$ cat src/pcc_pkg.sv
// Package for the pulse counter control block: register map, control
// byte layout, mode encoding and state codes.
// Assumes one system clock domain and a plain register port.
package pcc_pkg;

    // Register addresses on the plain register port
    localparam logic [7:0] ADDR_CTRL    = 8'h2f;
    localparam logic [7:0] ADDR_NEW_CNT = 8'h30;
    localparam logic [7:0] ADDR_NEW_PRE = 8'h34;
    localparam logic [7:0] ADDR_MODE    = 8'h38;
    localparam logic [7:0] ADDR_CMD     = 8'h39;
    localparam logic [7:0] ADDR_STATUS  = 8'h3a;
    localparam logic [7:0] ADDR_COUNT   = 8'h3c;
    localparam logic [7:0] ADDR_PRESET  = 8'h40;

    // Command register bit positions (write only, self clearing)
    localparam int CMD_APPLY   = 0;
    localparam int CMD_DEFINE  = 1;
    localparam int CMD_CLR_ERR = 2;

    // Reset values
    localparam logic [7:0]  CTRL_RESET  = 8'h00;
    localparam logic [31:0] WORD_RESET  = 32'h0000_0000;
    localparam logic [3:0]  MODE_RESET  = 4'h0;

    // Mode families start at these codes; three variants each
    localparam logic [3:0] MODE_EXT_BASE  = 4'h3;
    localparam logic [3:0] MODE_UPDN_BASE = 4'h6;
    localparam logic [3:0] MODE_QUAD_BASE = 4'h9;
    localparam logic [3:0] MODE_MAX       = 4'hb;

    // Variant within a family
    localparam logic [1:0] VAR_PLAIN = 2'h0;
    localparam logic [1:0] VAR_START = 2'h2;

    typedef enum logic [1:0] {
        FAM_INT  = 2'b00,
        FAM_EXT  = 2'b01,
        FAM_UPDN = 2'b10,
        FAM_QUAD = 2'b11
    } pcc_family_e;

    typedef enum logic [1:0] {
        ST_IDLE = 2'b00,
        ST_LOAD = 2'b01
    } pcc_state_e;

    // Control byte, bit 7 down to bit 0
    typedef struct packed {
        logic enable;
        logic upd_cur;
        logic upd_pre;
        logic upd_dir;
        logic dir_up;
        logic rate_1x;
        logic start_low;
        logic reset_low;
    } pcc_ctrl_s;

    // Snapshot taken by one apply command
    typedef struct packed {
        pcc_ctrl_s   ctrl;
        logic [31:0] cur;
        logic [31:0] pre;
    } pcc_apply_s;

    // Status word, bit 7 down to bit 0
    typedef struct packed {
        logic loading;
        logic def_error;
        logic defined;
        logic enabled;
        logic greater;
        logic equal;
        logic dir_up;
        logic mode_ok;
    } pcc_status_s;

endpackage

$ cat src/pcc_counter.sv
// Pulse counter control: mode decode, apply command, count logic and
// the three counter events for one high-speed pulse counter.
// Assumes count, direction, reset and start inputs are already
// synchronous to core_clk and filtered elsewhere.

`timescale 1ns/1ps

module pcc_counter
    import pcc_pkg::*;
(
    input  wire logic        core_clk,
    input  wire logic        reset_n,
    // Register port
    input  wire logic [7:0]  reg_addr,
    input  wire logic [31:0] reg_wdata,
    input  wire logic        reg_write,
    input  wire logic        reg_read,
    output logic      [31:0] reg_rdata,
    // Controller run state
    input  wire logic        run_mode,
    // Count inputs
    input  wire logic        cnt_in_a,
    input  wire logic        cnt_in_b,
    input  wire logic        ext_reset_in,
    input  wire logic        ext_start_in,
    // Counter state and events
    output logic      [31:0] count_value,
    output logic             count_up,
    output logic             count_enabled,
    output logic             evt_equal,
    output logic             evt_dir_change,
    output logic             evt_ext_reset,
    output logic             mode_error
);

    // Mode family from mode code
    function automatic pcc_family_e mode_family(input logic [3:0] m);
        pcc_family_e f;
        if (m >= MODE_QUAD_BASE) begin
            f = FAM_QUAD;
        end else if (m >= MODE_UPDN_BASE) begin
            f = FAM_UPDN;
        end else if (m >= MODE_EXT_BASE) begin
            f = FAM_EXT;
        end else begin
            f = FAM_INT;
        end
        return f;
    endfunction

    // Variant within family: plain, reset, reset and start
    function automatic logic [1:0] mode_variant(input logic [3:0] m);
        logic [3:0] d;
        if (m >= MODE_QUAD_BASE) begin
            d = m - MODE_QUAD_BASE;
        end else if (m >= MODE_UPDN_BASE) begin
            d = m - MODE_UPDN_BASE;
        end else if (m >= MODE_EXT_BASE) begin
            d = m - MODE_EXT_BASE;
        end else begin
            d = m;
        end
        return d[1:0];
    endfunction

    // Software-visible storage
    pcc_ctrl_s   ctrl_byte;
    logic [31:0] new_count_holding;
    logic [31:0] new_preset_holding;
    logic [3:0]  mode_req;
    logic [3:0]  mode_active;
    logic        mode_defined;
    logic        def_error;

    // Live counter state
    pcc_state_e  state;
    pcc_apply_s  snap;
    pcc_ctrl_s   cfg;
    logic [31:0] preset;
    logic        a_q;
    logic        b_q;
    logic        rst_q;
    logic        run_q;

    // Register port decode
    wire         wr_ctrl   = reg_write & (reg_addr == ADDR_CTRL);
    wire         wr_cnt    = reg_write & (reg_addr == ADDR_NEW_CNT);
    wire         wr_pre    = reg_write & (reg_addr == ADDR_NEW_PRE);
    wire         wr_mode   = reg_write & (reg_addr == ADDR_MODE);
    wire         wr_cmd    = reg_write & (reg_addr == ADDR_CMD);
    wire         apply_cmd = wr_cmd & reg_wdata[CMD_APPLY];
    wire         define_cmd = wr_cmd & reg_wdata[CMD_DEFINE];
    wire         clr_err   = wr_cmd & reg_wdata[CMD_CLR_ERR];

    // Mode decode of the defined mode
    wire pcc_family_e family  = mode_family(mode_active);
    wire logic [1:0]  variant = mode_variant(mode_active);
    wire         has_reset = mode_defined & (variant != VAR_PLAIN);
    wire         has_start = mode_defined & (variant == VAR_START);

    // Polarity: bit set means the input is active low
    wire         reset_act = ext_reset_in ^ cfg.reset_low;
    wire         start_act = ext_start_in ^ cfg.start_low;
    wire         rst_rise  = reset_act & ~rst_q;

    // Input edges; inputs are taken as synchronous
    wire         a_rise = cnt_in_a & ~a_q;
    wire         a_edge = cnt_in_a ^ a_q;
    wire         b_rise = cnt_in_b & ~b_q;
    wire         b_edge = cnt_in_b ^ b_q;

    // Counting allowed: enabled, idle, started, not held in reset
    wire         live   = count_enabled & mode_defined &
                          (state == ST_IDLE);
    wire         gated  = live & (~has_start | start_act) &
                          ~(has_reset & reset_act);

    // Quadrature: A leading B counts up, both edges at once ignored at 4x rate
    wire         quad_up4 = a_edge ? (cnt_in_a != cnt_in_b)
                                   : (cnt_in_a == cnt_in_b);
    wire         quad_st4 = a_edge ^ b_edge;
    wire         quad_st  = cfg.rate_1x ? a_rise : quad_st4;
    wire         quad_up  = cfg.rate_1x ? ~cnt_in_b : quad_up4;

    // Step and direction per family
    logic        step_raw;
    logic        step_up;
    always_comb begin
        step_raw = 1'b0;
        step_up  = count_up;
        case (family)
            FAM_INT: begin
                step_raw = a_rise;
                step_up  = count_up;
            end
            FAM_EXT: begin
                step_raw = a_rise;
                step_up  = cnt_in_b;
            end
            FAM_UPDN: begin
                step_raw = a_rise ^ b_rise;
                step_up  = a_rise;
            end
            FAM_QUAD: begin
                step_raw = quad_st;
                step_up  = quad_up;
            end
            default: begin
                step_raw = 1'b0;
                step_up  = count_up;
            end
        endcase
    end

    wire         step     = gated & step_raw;
    wire  [31:0] step_val = step_up ? count_value + 32'h0000_0001
                                    : count_value - 32'h0000_0001;

    // Reset activation counts only while the counter is live
    wire         rst_hit  = live & has_reset & rst_rise;
    wire         rst_hold = live & has_reset & reset_act;

    // Events computed from the step just taken, not the stored values
    wire         next_evt_equal = step & (step_val == preset);
    wire         next_evt_dir   = step & (family != FAM_INT) &
                                  (step_up != count_up);
    wire         next_evt_rst   = rst_hit;

    // Next count: load wins over external reset, reset over counting
    logic [31:0] next_count;
    always_comb begin
        if (state == ST_LOAD && snap.ctrl.upd_cur) begin
            next_count = snap.cur;
        end else if (rst_hold) begin
            next_count = WORD_RESET;
        end else if (step) begin
            next_count = step_val;
        end else begin
            next_count = count_value;
        end
    end

    // Direction: applied value, otherwise the observed count direction
    logic        next_up;
    always_comb begin
        if (state == ST_LOAD && snap.ctrl.upd_dir) begin
            next_up = snap.ctrl.dir_up;
        end else if (step && family != FAM_INT) begin
            next_up = step_up;
        end else begin
            next_up = count_up;
        end
    end

    // Mode define: once per run entry and only for a known code
    wire         run_enter  = run_mode & ~run_q;
    wire         def_ok     = define_cmd & ~mode_defined &
                              (mode_req <= MODE_MAX);
    wire         def_bad    = define_cmd & ~def_ok;
    wire         next_defd  = def_ok | (mode_defined & ~run_enter);
    // Error set wins over a clear in the same cycle
    wire         next_err   = def_bad | (def_error & ~clr_err);

    // Status word and read selection
    pcc_status_s status;
    assign status = '{
        loading:   (state == ST_LOAD),
        def_error: def_error,
        defined:   mode_defined,
        enabled:   count_enabled,
        greater:   ($signed(count_value) > $signed(preset)),
        equal:     (count_value == preset),
        dir_up:    count_up,
        mode_ok:   (mode_active <= MODE_MAX)
    };

    logic [31:0] rd_sel;
    always_comb begin
        case (reg_addr)
            ADDR_CTRL:    rd_sel = {24'h00_0000, ctrl_byte};
            ADDR_NEW_CNT: rd_sel = new_count_holding;
            ADDR_NEW_PRE: rd_sel = new_preset_holding;
            ADDR_MODE:    rd_sel = {20'h0_0000, mode_req, 4'h0,
                                    mode_active};
            ADDR_STATUS:  rd_sel = {24'h00_0000, status};
            ADDR_COUNT:   rd_sel = count_value;
            ADDR_PRESET:  rd_sel = preset;
            default:      rd_sel = WORD_RESET;
        endcase
    end

    // Software registers
    always_ff @(posedge core_clk or negedge reset_n) begin
        if (!reset_n) begin
            ctrl_byte          <= CTRL_RESET;
            new_count_holding  <= WORD_RESET;
            new_preset_holding <= WORD_RESET;
            mode_req           <= MODE_RESET;
        end else begin
            if (wr_ctrl) begin
                ctrl_byte <= reg_wdata[7:0];
            end
            if (wr_cnt) begin
                new_count_holding <= reg_wdata;
            end
            if (wr_pre) begin
                new_preset_holding <= reg_wdata;
            end
            if (wr_mode) begin
                mode_req <= reg_wdata[3:0];
            end
        end
    end

    // Read data stands only in the cycle after the strobe
    always_ff @(posedge core_clk or negedge reset_n) begin
        if (!reset_n) begin
            reg_rdata <= WORD_RESET;
        end else begin
            reg_rdata <= reg_read ? rd_sel : WORD_RESET;
        end
    end

    // Mode definition state; a bad define leaves the mode untouched
    always_ff @(posedge core_clk or negedge reset_n) begin
        if (!reset_n) begin
            mode_active  <= MODE_RESET;
            mode_defined <= 1'b0;
            def_error    <= 1'b0;
            run_q        <= 1'b0;
        end else begin
            if (def_ok) begin
                mode_active <= mode_req;
            end
            mode_defined <= next_defd;
            def_error    <= next_err;
            run_q        <= run_mode;
        end
    end

    // Apply sequencer: snapshot in the strobe cycle, update one later.
    // A second apply during the load simply takes a fresh snapshot.
    always_ff @(posedge core_clk or negedge reset_n) begin
        if (!reset_n) begin
            state <= ST_IDLE;
            snap  <= '0;
        end else begin
            if (apply_cmd) begin
                snap  <= '{ctrl: ctrl_byte,
                           cur: new_count_holding,
                           pre: new_preset_holding};
                state <= ST_LOAD;
            end else begin
                state <= ST_IDLE;
            end
        end
    end

    // Applied configuration: enable, polarity, rate and preset together
    always_ff @(posedge core_clk or negedge reset_n) begin
        if (!reset_n) begin
            cfg           <= CTRL_RESET;
            count_enabled <= 1'b0;
            preset        <= WORD_RESET;
        end else if (state == ST_LOAD) begin
            cfg           <= snap.ctrl;
            count_enabled <= snap.ctrl.enable;
            if (snap.ctrl.upd_pre) begin
                preset <= snap.pre;
            end
        end
    end

    // Count, direction and input history
    always_ff @(posedge core_clk or negedge reset_n) begin
        if (!reset_n) begin
            count_value <= WORD_RESET;
            count_up    <= 1'b0;
            a_q         <= 1'b0;
            b_q         <= 1'b0;
            rst_q       <= 1'b0;
        end else begin
            count_value <= next_count;
            count_up    <= next_up;
            a_q         <= cnt_in_a;
            b_q         <= cnt_in_b;
            rst_q       <= reset_act;
        end
    end

    // Event pulses, one cycle each, silent while loading; mode_error follows the define error flag
    always_ff @(posedge core_clk or negedge reset_n) begin
        if (!reset_n) begin
            evt_equal      <= 1'b0;
            evt_dir_change <= 1'b0;
            evt_ext_reset  <= 1'b0;
            mode_error     <= 1'b0;
        end else begin
            evt_equal      <= next_evt_equal;
            evt_dir_change <= next_evt_dir;
            evt_ext_reset  <= next_evt_rst;
            mode_error     <= next_err;
        end
    end

endmodule

$ cat config.mk
export PLATFORM = sky130hd
export DESIGN_NAME = pcc_counter
export DESIGN_NICKNAME = d
export VERILOG_FILES = /design/src/pcc_pkg.sv /design/src/pcc_counter.sv
export SDC_FILE = /design/constraint.sdc
export NUM_CORES = 1
export LEC_CHECK = 0
export BUFFER_PORTS_ARGS = -buffer_cell sky130_fd_sc_hd__buf_2
export CORE_MARGIN = 1.5
export CORE_UTILIZATION = 45
export CTS_CLUSTER_SIZE = 8
export DETAILED_ROUTE_END_ITERATION = 10
export GPL_TIMING_DRIVEN = 0
export PLACE_DENSITY = 0.67
export SYNTH_ARGS = -nofsm -noshare
export SYNTH_HDL_FRONTEND = slang
export SYNTH_SLANG_ARGS = --single-unit
$ cat constraint.sdc
create_clock -name core_clk -period 11.5 [get_ports core_clk]
set_input_delay 0 -clock core_clk [delete_from_list [all_inputs] [get_ports core_clk]]
set_output_delay 0 -clock core_clk [all_outputs]
set_load 0.02 [all_outputs]
## Yosys cells after proc, flatten, opt, wreduce, memory -nomap -nowiden

Cells that the tools add are included.
W data, S select, Z words.

| operators by class | value |
|---|---|
| equal/unequal tests | 18 |
| $add $sub $neg | 5 |
| muxes and demuxes | 20 |
| $lt $le $gt $ge | 6 |
| bitwise logic cells | 51 |
| reductions and logical operators | 11 |

Operators by type and width:

| cell | number |
|---|---|
| $pmux W32 S7 | 1 |
| $mux W32 | 5 |
| $eq A32 B32 Y1 | 2 |
| $eq A8 B6 Y1 const B | 7 |
| $add A32 B1 Y32 const B | 1 |
| $gt A32 B32 Y1 | 1 |
| $sub A32 B1 Y32 const B | 1 |
| $and A1 B1 Y1 | 31 |
| $not A1 Y1 | 11 |
| $mux W2 | 5 |
| $eq A8 B7 Y1 const B | 1 |
| $le A4 B4 Y1 const B | 2 |
| $mux W1 | 7 |
| $eq A2 B2 Y1 const B | 3 |
| $reduce_bool A2 Y1 | 3 |
| $xor A1 B1 Y1 | 6 |
| $eq A2 B1 Y1 const B | 2 |
| $ge A4 B2 Y1 const B | 1 |
| $ge A4 B3 Y1 const B | 1 |
| $ge A4 B4 Y1 const B | 1 |
| $logic_not A2 Y1 | 2 |
| $pmux W1 S4 | 1 |
| $sub A2 B2 Y2 const B | 2 |
| $logic_and A1 B1 Y1 | 3 |
| other kinds (8) | 11 |

| word-level totals | value |
|---|---|
| output and inout bits | 70 |
| flip-flop bits (word level) | 264 |
| input port bits | 49 |

## Logic depth before layout (Yosys ltp)

Gate-level depths: netlist of run 1.

| depth | value |
|---|---|
| depth after elaboration | 14 |
| mapped depth | 21 |
| gate-level depth less buffers | 20 |

## Least setup slack after synthesis of run 1

No wires, ideal clock.

| path | value |
|---|---|
| kind | register to register |
| start point | register mode_active[0] |
| end point | register evt_equal |
| path slack | 5.374 ns |
| arrival time | 6.031 ns |
| stages on the path, launching flop included | 15 |
| path buffers | 0 |
| period minus slack after synthesis | 6.126 ns |
| path through | dfrtp_1 > ha_1 > or3_1 > o21ai_0 > ha_1 > a21o_1 > a21oi_1 > a211o_1 > nor3b_1 > xnor3_1 > a211oi_1 > nand4_1 > a311o_1 > or4_1 > nor4_2 |

| on the way | value |
|---|---|
| word-level cells in the longest chain between the ends | 12 |
| elaborated cells on any way between the ends | 33 |

Ends and longest elaborated chain:

| element | RTL line | text |
|---|---|---|
| start, declared | pcc_counter.sv:71 | `logic [3:0] mode_active;` |
| start signal, assigned | pcc_counter.sv:273 | `mode_active <= mode_req;` |
| branches (longest 11 deep; another with $ge A4 B2 Y1) | -- |  |
| $and A1 B1 Y1 * | pcc_counter.sv:164 | `wire next_evt_equal = step & (step_val == preset);` |
| named net next_evt_equal | pcc_counter.sv:164 |  |
| end signal, assigned | pcc_counter.sv:339 | `evt_equal <= next_evt_equal;` |
| end, declared | pcc_counter.sv:30 | `output logic evt_equal,` |

Mark *: on every way through the listed nets, which the timed path passes.
A chain may end at the register's enable or synchronous reset.

## Worst setup path after layout of run 1

| path | value |
|---|---|
| start point | register mode_active[1] |
| end point | register evt_equal |

Same word-level chain as after synthesis.

==> results of run 1 <==
-- flip-flops by register name (all words and copies together) (netlist names), 3 cells and up --
name                count
snap                   72
mode_req                4
new_preset_holding     32
mode_active             4
cfg                     3
preset                 32
count_value            32
new_count_holding      32
ctrl_byte               8
reg_rdata              32
-- power by group --
| part | total (mW) | leakage (nW) | internal [mW] | switching, mW |
|---|---|---|---|---|
| sequential | 0.956 | 3.47 | 0.942 | 0.0136 |
| clock | 0.993 | 0.496 | 0.598 | 0.395 |
| combinational | 0.317 | 3.95 | 0.128 | 0.189 |
| total | 2.27 | 7.92 | 1.67 | 0.597 |
-- layout make-up --
type                            count  area (um2)
Antenna cell                        1        2.50
Buffer                             80         323
Clock buffer                       40         980
Clock inverter                      2        28.8
Fill cell                        2827       14500
Inverter                           54         203
Multi-Input combinational cell   1064        7370
Sequential cell                   263        6580
Tap cell                          402         503
Timing Repair Buffer              162        1110
-- cell families (layout without fill, tap and decap cells) --
group	Yosys count	in the layout	share of synthesized area, %
and+or+nand+nor	467	467	14.2
xor gates and xnor gates	67	67	4.63
adders and majority gates	69	69	6.02
other	0	1	0
muxes	159	159	12.3
AOI/OAI and AO/OA	302	302	13.7
DFF	263	263	45.5
buffers and inverters	134	338	3.63
-- metal layers --
metal | vias to the layer above | global-route usage (%)
met5 | - | 0
met4 | 0 | 7.87
met3 | 69 | 5.07
met2 | 454 | 42.1
met1 | 5960 | 39.2
li1 | 5567 | -
-- stage by stage --
stage | cells | instance area [um2]
3_3_place_gp | 1979 | 15500
3_5_place_dp | 1982 | 15700
4_1_cts | 2067 | 17100
6_report | 2068 | 17100
2_1_floorplan | 1461 | 14500
5_1_grt | 2067 | 17100
-- how the worst min path moves through the flow --
stage	cells past startpoint	slack, ps	from	to
after floorplan	0	-300	reset_n	a_q
after global routing	3	40	reset_n	mode_active[3]
final	3	9	reset_n	mode_active[3]
after global placement	1	130	run_mode	run_q
after detailed placement	1	-110	reset_n	mode_active[3]
after CTS	3	8	reset_n	cfg[2]
-- synth_stat cells, types with 3 or more instances --
cell / count
o21a_1: 7
xnor3_1: 6
o31ai_1: 3
nor2b_1: 10
nand3_1: 12
nor3_1: 8
buf_2: 7
nand4_1: 27
and3_1: 3
inv_1: 53
o211ai_1: 5
buf_1: 20
or4_1: 3
xnor2_1: 46
mux2i_1: 34
mux4_2: 3
a211oi_1: 5
dfrtp_1: 263
or3_1: 4
xor2_1: 15
nor3b_1: 6
ha_1: 68
o21bai_1: 3
a21o_1: 25
clkbuf_1: 49
nor2_1: 43
a22oi_1: 41
nand2_1: 318
a222oi_1: 13
o21ai_0: 74
a2111oi_0: 5
and2_1: 5
a22o_1: 9
mux2_2: 122
nor4_1: 6
a21oi_1: 75
nand2b_1: 9
a31oi_1: 6
a31o_2: 3
-- worst min-delay path: cells and delay by family --
kind	cells	cell delay [ps]
buffers and inverters	3	890
-- timing repair --
| action | 4_1_cts | 5_1_grt |
|---|---|---|
| hold endpoints to repair | 230 | 0 |
| hold buffers | 43 | 0 |
| buffers inserted | 0 | 0 |
==> flow_metrics.tcl, run 1 <==
set metrics [dict create \
    status "finished, final reports clean" \
    final_common_cell "nand2_1" \
    rsz0062_at_grt "false" \
    r2r-start "mode_active[1]" \
    critPathCapture "evt_equal" \
    p_leak_nw 7.92 \
    ctsResizeCount 0 \
    cp.required_ps 11910 \
    synth.avg_cell_area_um2 9.90 \
    vdd_drop_max_v 0.0000859 \
    grt_pass1_wl_mm 69.7 \
    detail_route.wl_per_cell_um 21.7 \
    fin_nets 1781 \
    gp_congestion 0.953 \
    wl_met1_mm 20.5 \
    finalSetupViolCount 0 \
    first_pass_iters 6 \
    timing.final.crit_share_pct 55.9 \
    crit_path_top_delay_cell "or4_1" \
    crit_type "reg -> reg" \
    chipHeight_um 182 \
    cp_num_buf_inv 3 \
    die-area_um2 33200 \
    initial_core_util_pct 45.7 \
    clkTransAtPathRegs_ps 50 \
    netlist_instances 1461 \
    cpPeakStageDelay_ps 610 \
    end_kind "flop" \
    cp_data_arrival_time_ps 6840 \
    wl_met2_mm 20.1 \
    drtIter0Drc 1147 \
    final_cell_mix "nand2_1 (318), dfrtp_1 (263), mux2_2 (122), buf_2 (122), a21oi_1 (75)" \
    antenna_found_initial 1 \
    first_global_vias 12000 \
    htreeDepth 2 \
    reg2regPathDepth 21 \
    met3_length_mm 3.28 \
    cts_tree "built" \
    crit_chain "inv_1 -> ha_1 -> or3b_4 -> nand2_1 -> o311ai_0 -> o21ai_0 -> nand3_1 -> o21ai_4 -> buf_16 -> ha_1 -> buf_1 -> nand2_1 -> o21ai_0 -> a211oi_1 -> a22oi_1 -> nand4_1 -> nor4_1 -> nand4_1 -> a311o_1 -> or4_1 -> nor4_2" \
    drtAntennaViolNets 0 \
    cp_num_cells 21 \
    cts.sinks 263 \
    regToRegEndpoint "evt_equal" \
    drc 0 \
    grt_start_max_net_pins 118 \
    async_reset_ff_share_pct 100 \
    cts_max_path_buffers 3 \
    synth_edf_count 0 \
    core_area_um2 31600 \
    r2r_slack_ps 5070 \
    ys_seq_elements 263 \
    finalHoldViolCount 0 \
    synth_top_flop_cell "dfrtp_1" \
    pre_cts_ws_ps 5290 \
    clock_latency_ps 530 \
    synth.area.top_cells "dfrtp_1 (46%), mux2_2 (9.5%), nand2_1 (8.3%), ha_1 (5.9%), xnor2_1 (2.8%)" \
    finalCriticalPeriod_ps 6430 \
    finalWorstSetupSlack_ps 5070 \
    synth_area_um2 14500 \
    slew_headroom_pct 16.8 \
    setup_tns_ps 0 \
    track_usage_pct 27.3 \
    cts_root_buf "clkbuf_16" \
    fp.dieW_um 182 \
    ys_warn_count 0 \
    worstMarginPinSlew_ps 1230 \
    yosysTopAreaCellShare_pct 45.5 \
    finalPower_mw 2.27 \
    critPathLaunchType "flop" \
    finalClockSkew_ps 13.7 \
    io_buffers 116 \
    highest_layer "met4" \
    yosysSeqAreaShare_pct 45.5 \
    yosys.area.top_type "dfrtp_1" \
    rows 65 \
    area_growth_pct 18.3 \
    dr_total_vias 12100 \
    path_max_fanout 18 \
    routed_wl_mm 44.9 \
    grt_overflow 0 \
    max_cap_viol_count 0 \
    pin_count 119 \
    drive_gt1_share_pct 18.6 \
    finalMaxSlewViolations 0 \
    crit_family "simple AND/OR/NAND/NOR gates" \
    hp-class "in -> async" \
    cts_buffers 38 \
    dp.final_hpwl_mm 32.8 \
    synth_nets 1579 \
    startpoint "mode_active[1]" \
    synth_cell_types 74 \
    fin_util_pct 54.1 \
    power_density_nw_per_um2 132 \
    clock.fmax_mhz 156 \
    via_per_inst 5.83 \
    hold_slack_ps 9.24 \
]
Power figures use the tool's default switching activity.
==> run 2, diff against run 1 <==
Settings changed: PLACE_DENSITY 0.67 to 0.69.
Clock period 11.5 ns to 5.57 ns, I/O delays scaled along.
==> run 2 against run 1 <==
Via count increased by 0.23%. Final cell count about the same. Non-clock buffer count increased by 2. Combinational power increased by 120%. Global-route usage increased by 0.32 points. Sequential power increased by 110%. Fmax increased by 20%. Setup slack got worse by 4800 ps. Utilization increased by 0.47 points. Wire length increased by 0.85%. First-iteration DRC count decreased by 2.3%.
==> flow_metrics.tcl, run 2 (same netlist as run 1, synthesis figures left out) <==
set metrics [dict create \
    place_inst 1982 \
    first_global_vias 12100 \
    dp.final_hpwl_mm 33.0 \
    intPower_mw 3.46 \
    power_density_nw_per_um2 273 \
    cts_buffers 38 \
    htreeDepth 2 \
    grt_start_max_net_pins 119 \
    cp_data_arrival_time_ps 5760 \
    io_buffers 116 \
    antenna_found_initial 1 \
    fin_nets 1783 \
    drtAntennaViolNets 0 \
    antenna_cells 0 \
    cp.required_ps 5980 \
    crit_chain "inv_1 -> ha_1 -> or3b_4 -> nand2_2 -> o311ai_1 -> o21ai_0 -> nand3_1 -> o21ai_4 -> buf_16 -> ha_1 -> a21o_1 -> nand4_1 -> a211o_1 -> a21oi_2 -> a21oi_1 -> o41ai_2 -> xor2_1 -> xnor2_1 -> nand3_1 -> nor4_2" \
    max_cap_viol_count 0 \
    final_cell_count_no_fill 2069 \
    gp_congestion 0.950 \
    min_to "reg_rdata[2]" \
    post_dp_cell_area_um2 15700 \
    path_max_fanout 17 \
    routed_wl_mm 45.3 \
    die-area_um2 33200 \
    final_area_um2 17300 \
    min_path_cells 4 \
    finalClockSkew_ps 16.8 \
    via_per_inst 5.84 \
    core_area_um2 31600 \
    holdCritStartpoint "reg_addr[4]" \
    crit_family "compound AO/OA/AOI/OAI gates" \
    area_growth_pct 19.3 \
    regMostFlops "snap" \
    finalPower_mw 4.71 \
    clock_latency_ps 530 \
    startpoint "mode_active[0]" \
    hold_slack_ps 91.6 \
    final_cell_mix "nand2_1 (316), dfrtp_1 (261), mux2_2 (122), buf_2 (121), a21oi_1 (71)" \
    cts_max_path_buffers 3 \
    setup_tns_ps 0 \
    crit_type "reg -> reg" \
    multiInputGateArea_um2 7480 \
    final_common_cell "nand2_1" \
    finalCriticalPeriod_ps 5340 \
    pwr-share-clk_pct 43.5 \
    power_switching_mw 1.25 \
    finalWorstSetupSlack_ps 225 \
    rows 65 \
    n_fill_cell 2811 \
    detail_route.wl_per_cell_um 21.9 \
    sw_frac_of_total_pct 26.5 \
    finalSetupViolCount 0 \
    largest_reg_flops 72 \
    status "finished, final reports clean" \
    drive_gt1_share_pct 20.3 \
    cts_tree "built" \
    end_kind "flop" \
    first_pass_iters 6 \
    hp-class "in -> reg" \
    pin_count 119 \
    seqPwrFrac_pct 41.9 \
    finalHoldViolCount 0 \
    crit_path_top_delay_cell "o41ai_2" \
    cts.sinks 263 \
    worstMarginPinSlew_ps 1360 \
    grt_pass1_wl_mm 70.6 \
    fp.dieW_um 182 \
    cp_num_buf_inv 2 \
    fin_util_pct 54.6 \
    drc 0 \
    power_frac_comb_pct 14.6 \
    cpPeakStageDelay_ps 570 \
    initial_core_util_pct 45.7 \
    regToRegEndpoint "evt_equal" \
    vdd_drop_max_v 0.000201 \
    grt_overflow 0 \
    r2r-start "mode_active[0]" \
    finalMaxSlewViolations 0 \
    seqCellArea_um2 6580 \
    rsz0062_at_grt "false" \
    reg2regPathDepth 20 \
    pre_cts_ws_ps -613 \
    timing.final.crit_share_pct 96.0 \
    clock.fmax_mhz 187 \
    clkTransAtPathRegs_ps 50 \
    p_leak_nw 7.98 \
    slew_headroom_pct 8.06 \
    track_usage_pct 27.6 \
    critPathLaunchType "flop" \
    drtIter0Drc 1121 \
    r2r_slack_ps 230 \
    dr_total_vias 12100 \
    cts_root_buf "clkbuf_16" \
    chipHeight_um 182 \
]
## run 2: worst max path at each step
| stage | to | slack (ps) | cells past startpoint |
|---|---|---|---|
| floorplan | evt_equal | 50 | 19 |
| global placement | evt_equal | -1830 | 15 |
| detailed placement | evt_equal | -610 | 21 |
| CTS | evt_equal | 20 | 21 |
| global route | evt_equal | 20 | 21 |
| finish | evt_equal | 230 | 20 |
## run 2: layout make-up
type                       instances  share of cell area [%]
buffer                            74                    1.78
clock buffer                      40                    5.68
clock inverter                     2                   0.167
inverter                          54                    1.17
multi-input combinational       1064                    43.3
sequential                       263                    38.1
tap                              402                    2.91
timing repair buffer             170                    6.80
## run 2: per-layer routing
layer,GRT usage [%],vias to the layer above,part of all wire (%)
met4,8.96,2,2.9
met3,4.77,81,7.2
met2,41.6,429,44
li1,-,5555,-
met1,40.3,6011,46
met5,0,-,0.029
## run 2: power by group through the flow
stage	clock network [mW]	logic [mW]	registers, mW
2_1_floorplan	0	0.415	1.99
3_3_place_gp	0	0.610	2.00
3_5_place_dp	0	0.623	2.00
4_1_cts	2.08	0.669	1.97
5_1_grt	2.16	0.752	1.97
6_report	2.05	0.689	1.97
## run 2: timing repair
action	CTS	global route
endpoints found under the setup margin	2	1
gates resized for setup	20	14
pin swaps	5	4
hold buffers	43	0
setup buffers	5	3
endpoints found under the hold margin	228	0
## run 2: worst register-to-register path, stage by stage, from the launching register on
cell and delay, ps:
dfrtp_2 380, inv_1 90, ha_1 210, or3b_4 250, nand2_2 80, o311ai_1 280, o21ai_0 130, nand3_1 170
o21ai_4 150, buf_16 200, ha_1 280, a21o_1 160, nand4_1 230, a211o_1 390, a21oi_2 310, a21oi_1 280
o41ai_2 570, xor2_1 180, xnor2_1 400, nand3_1 200, nor4_2 290
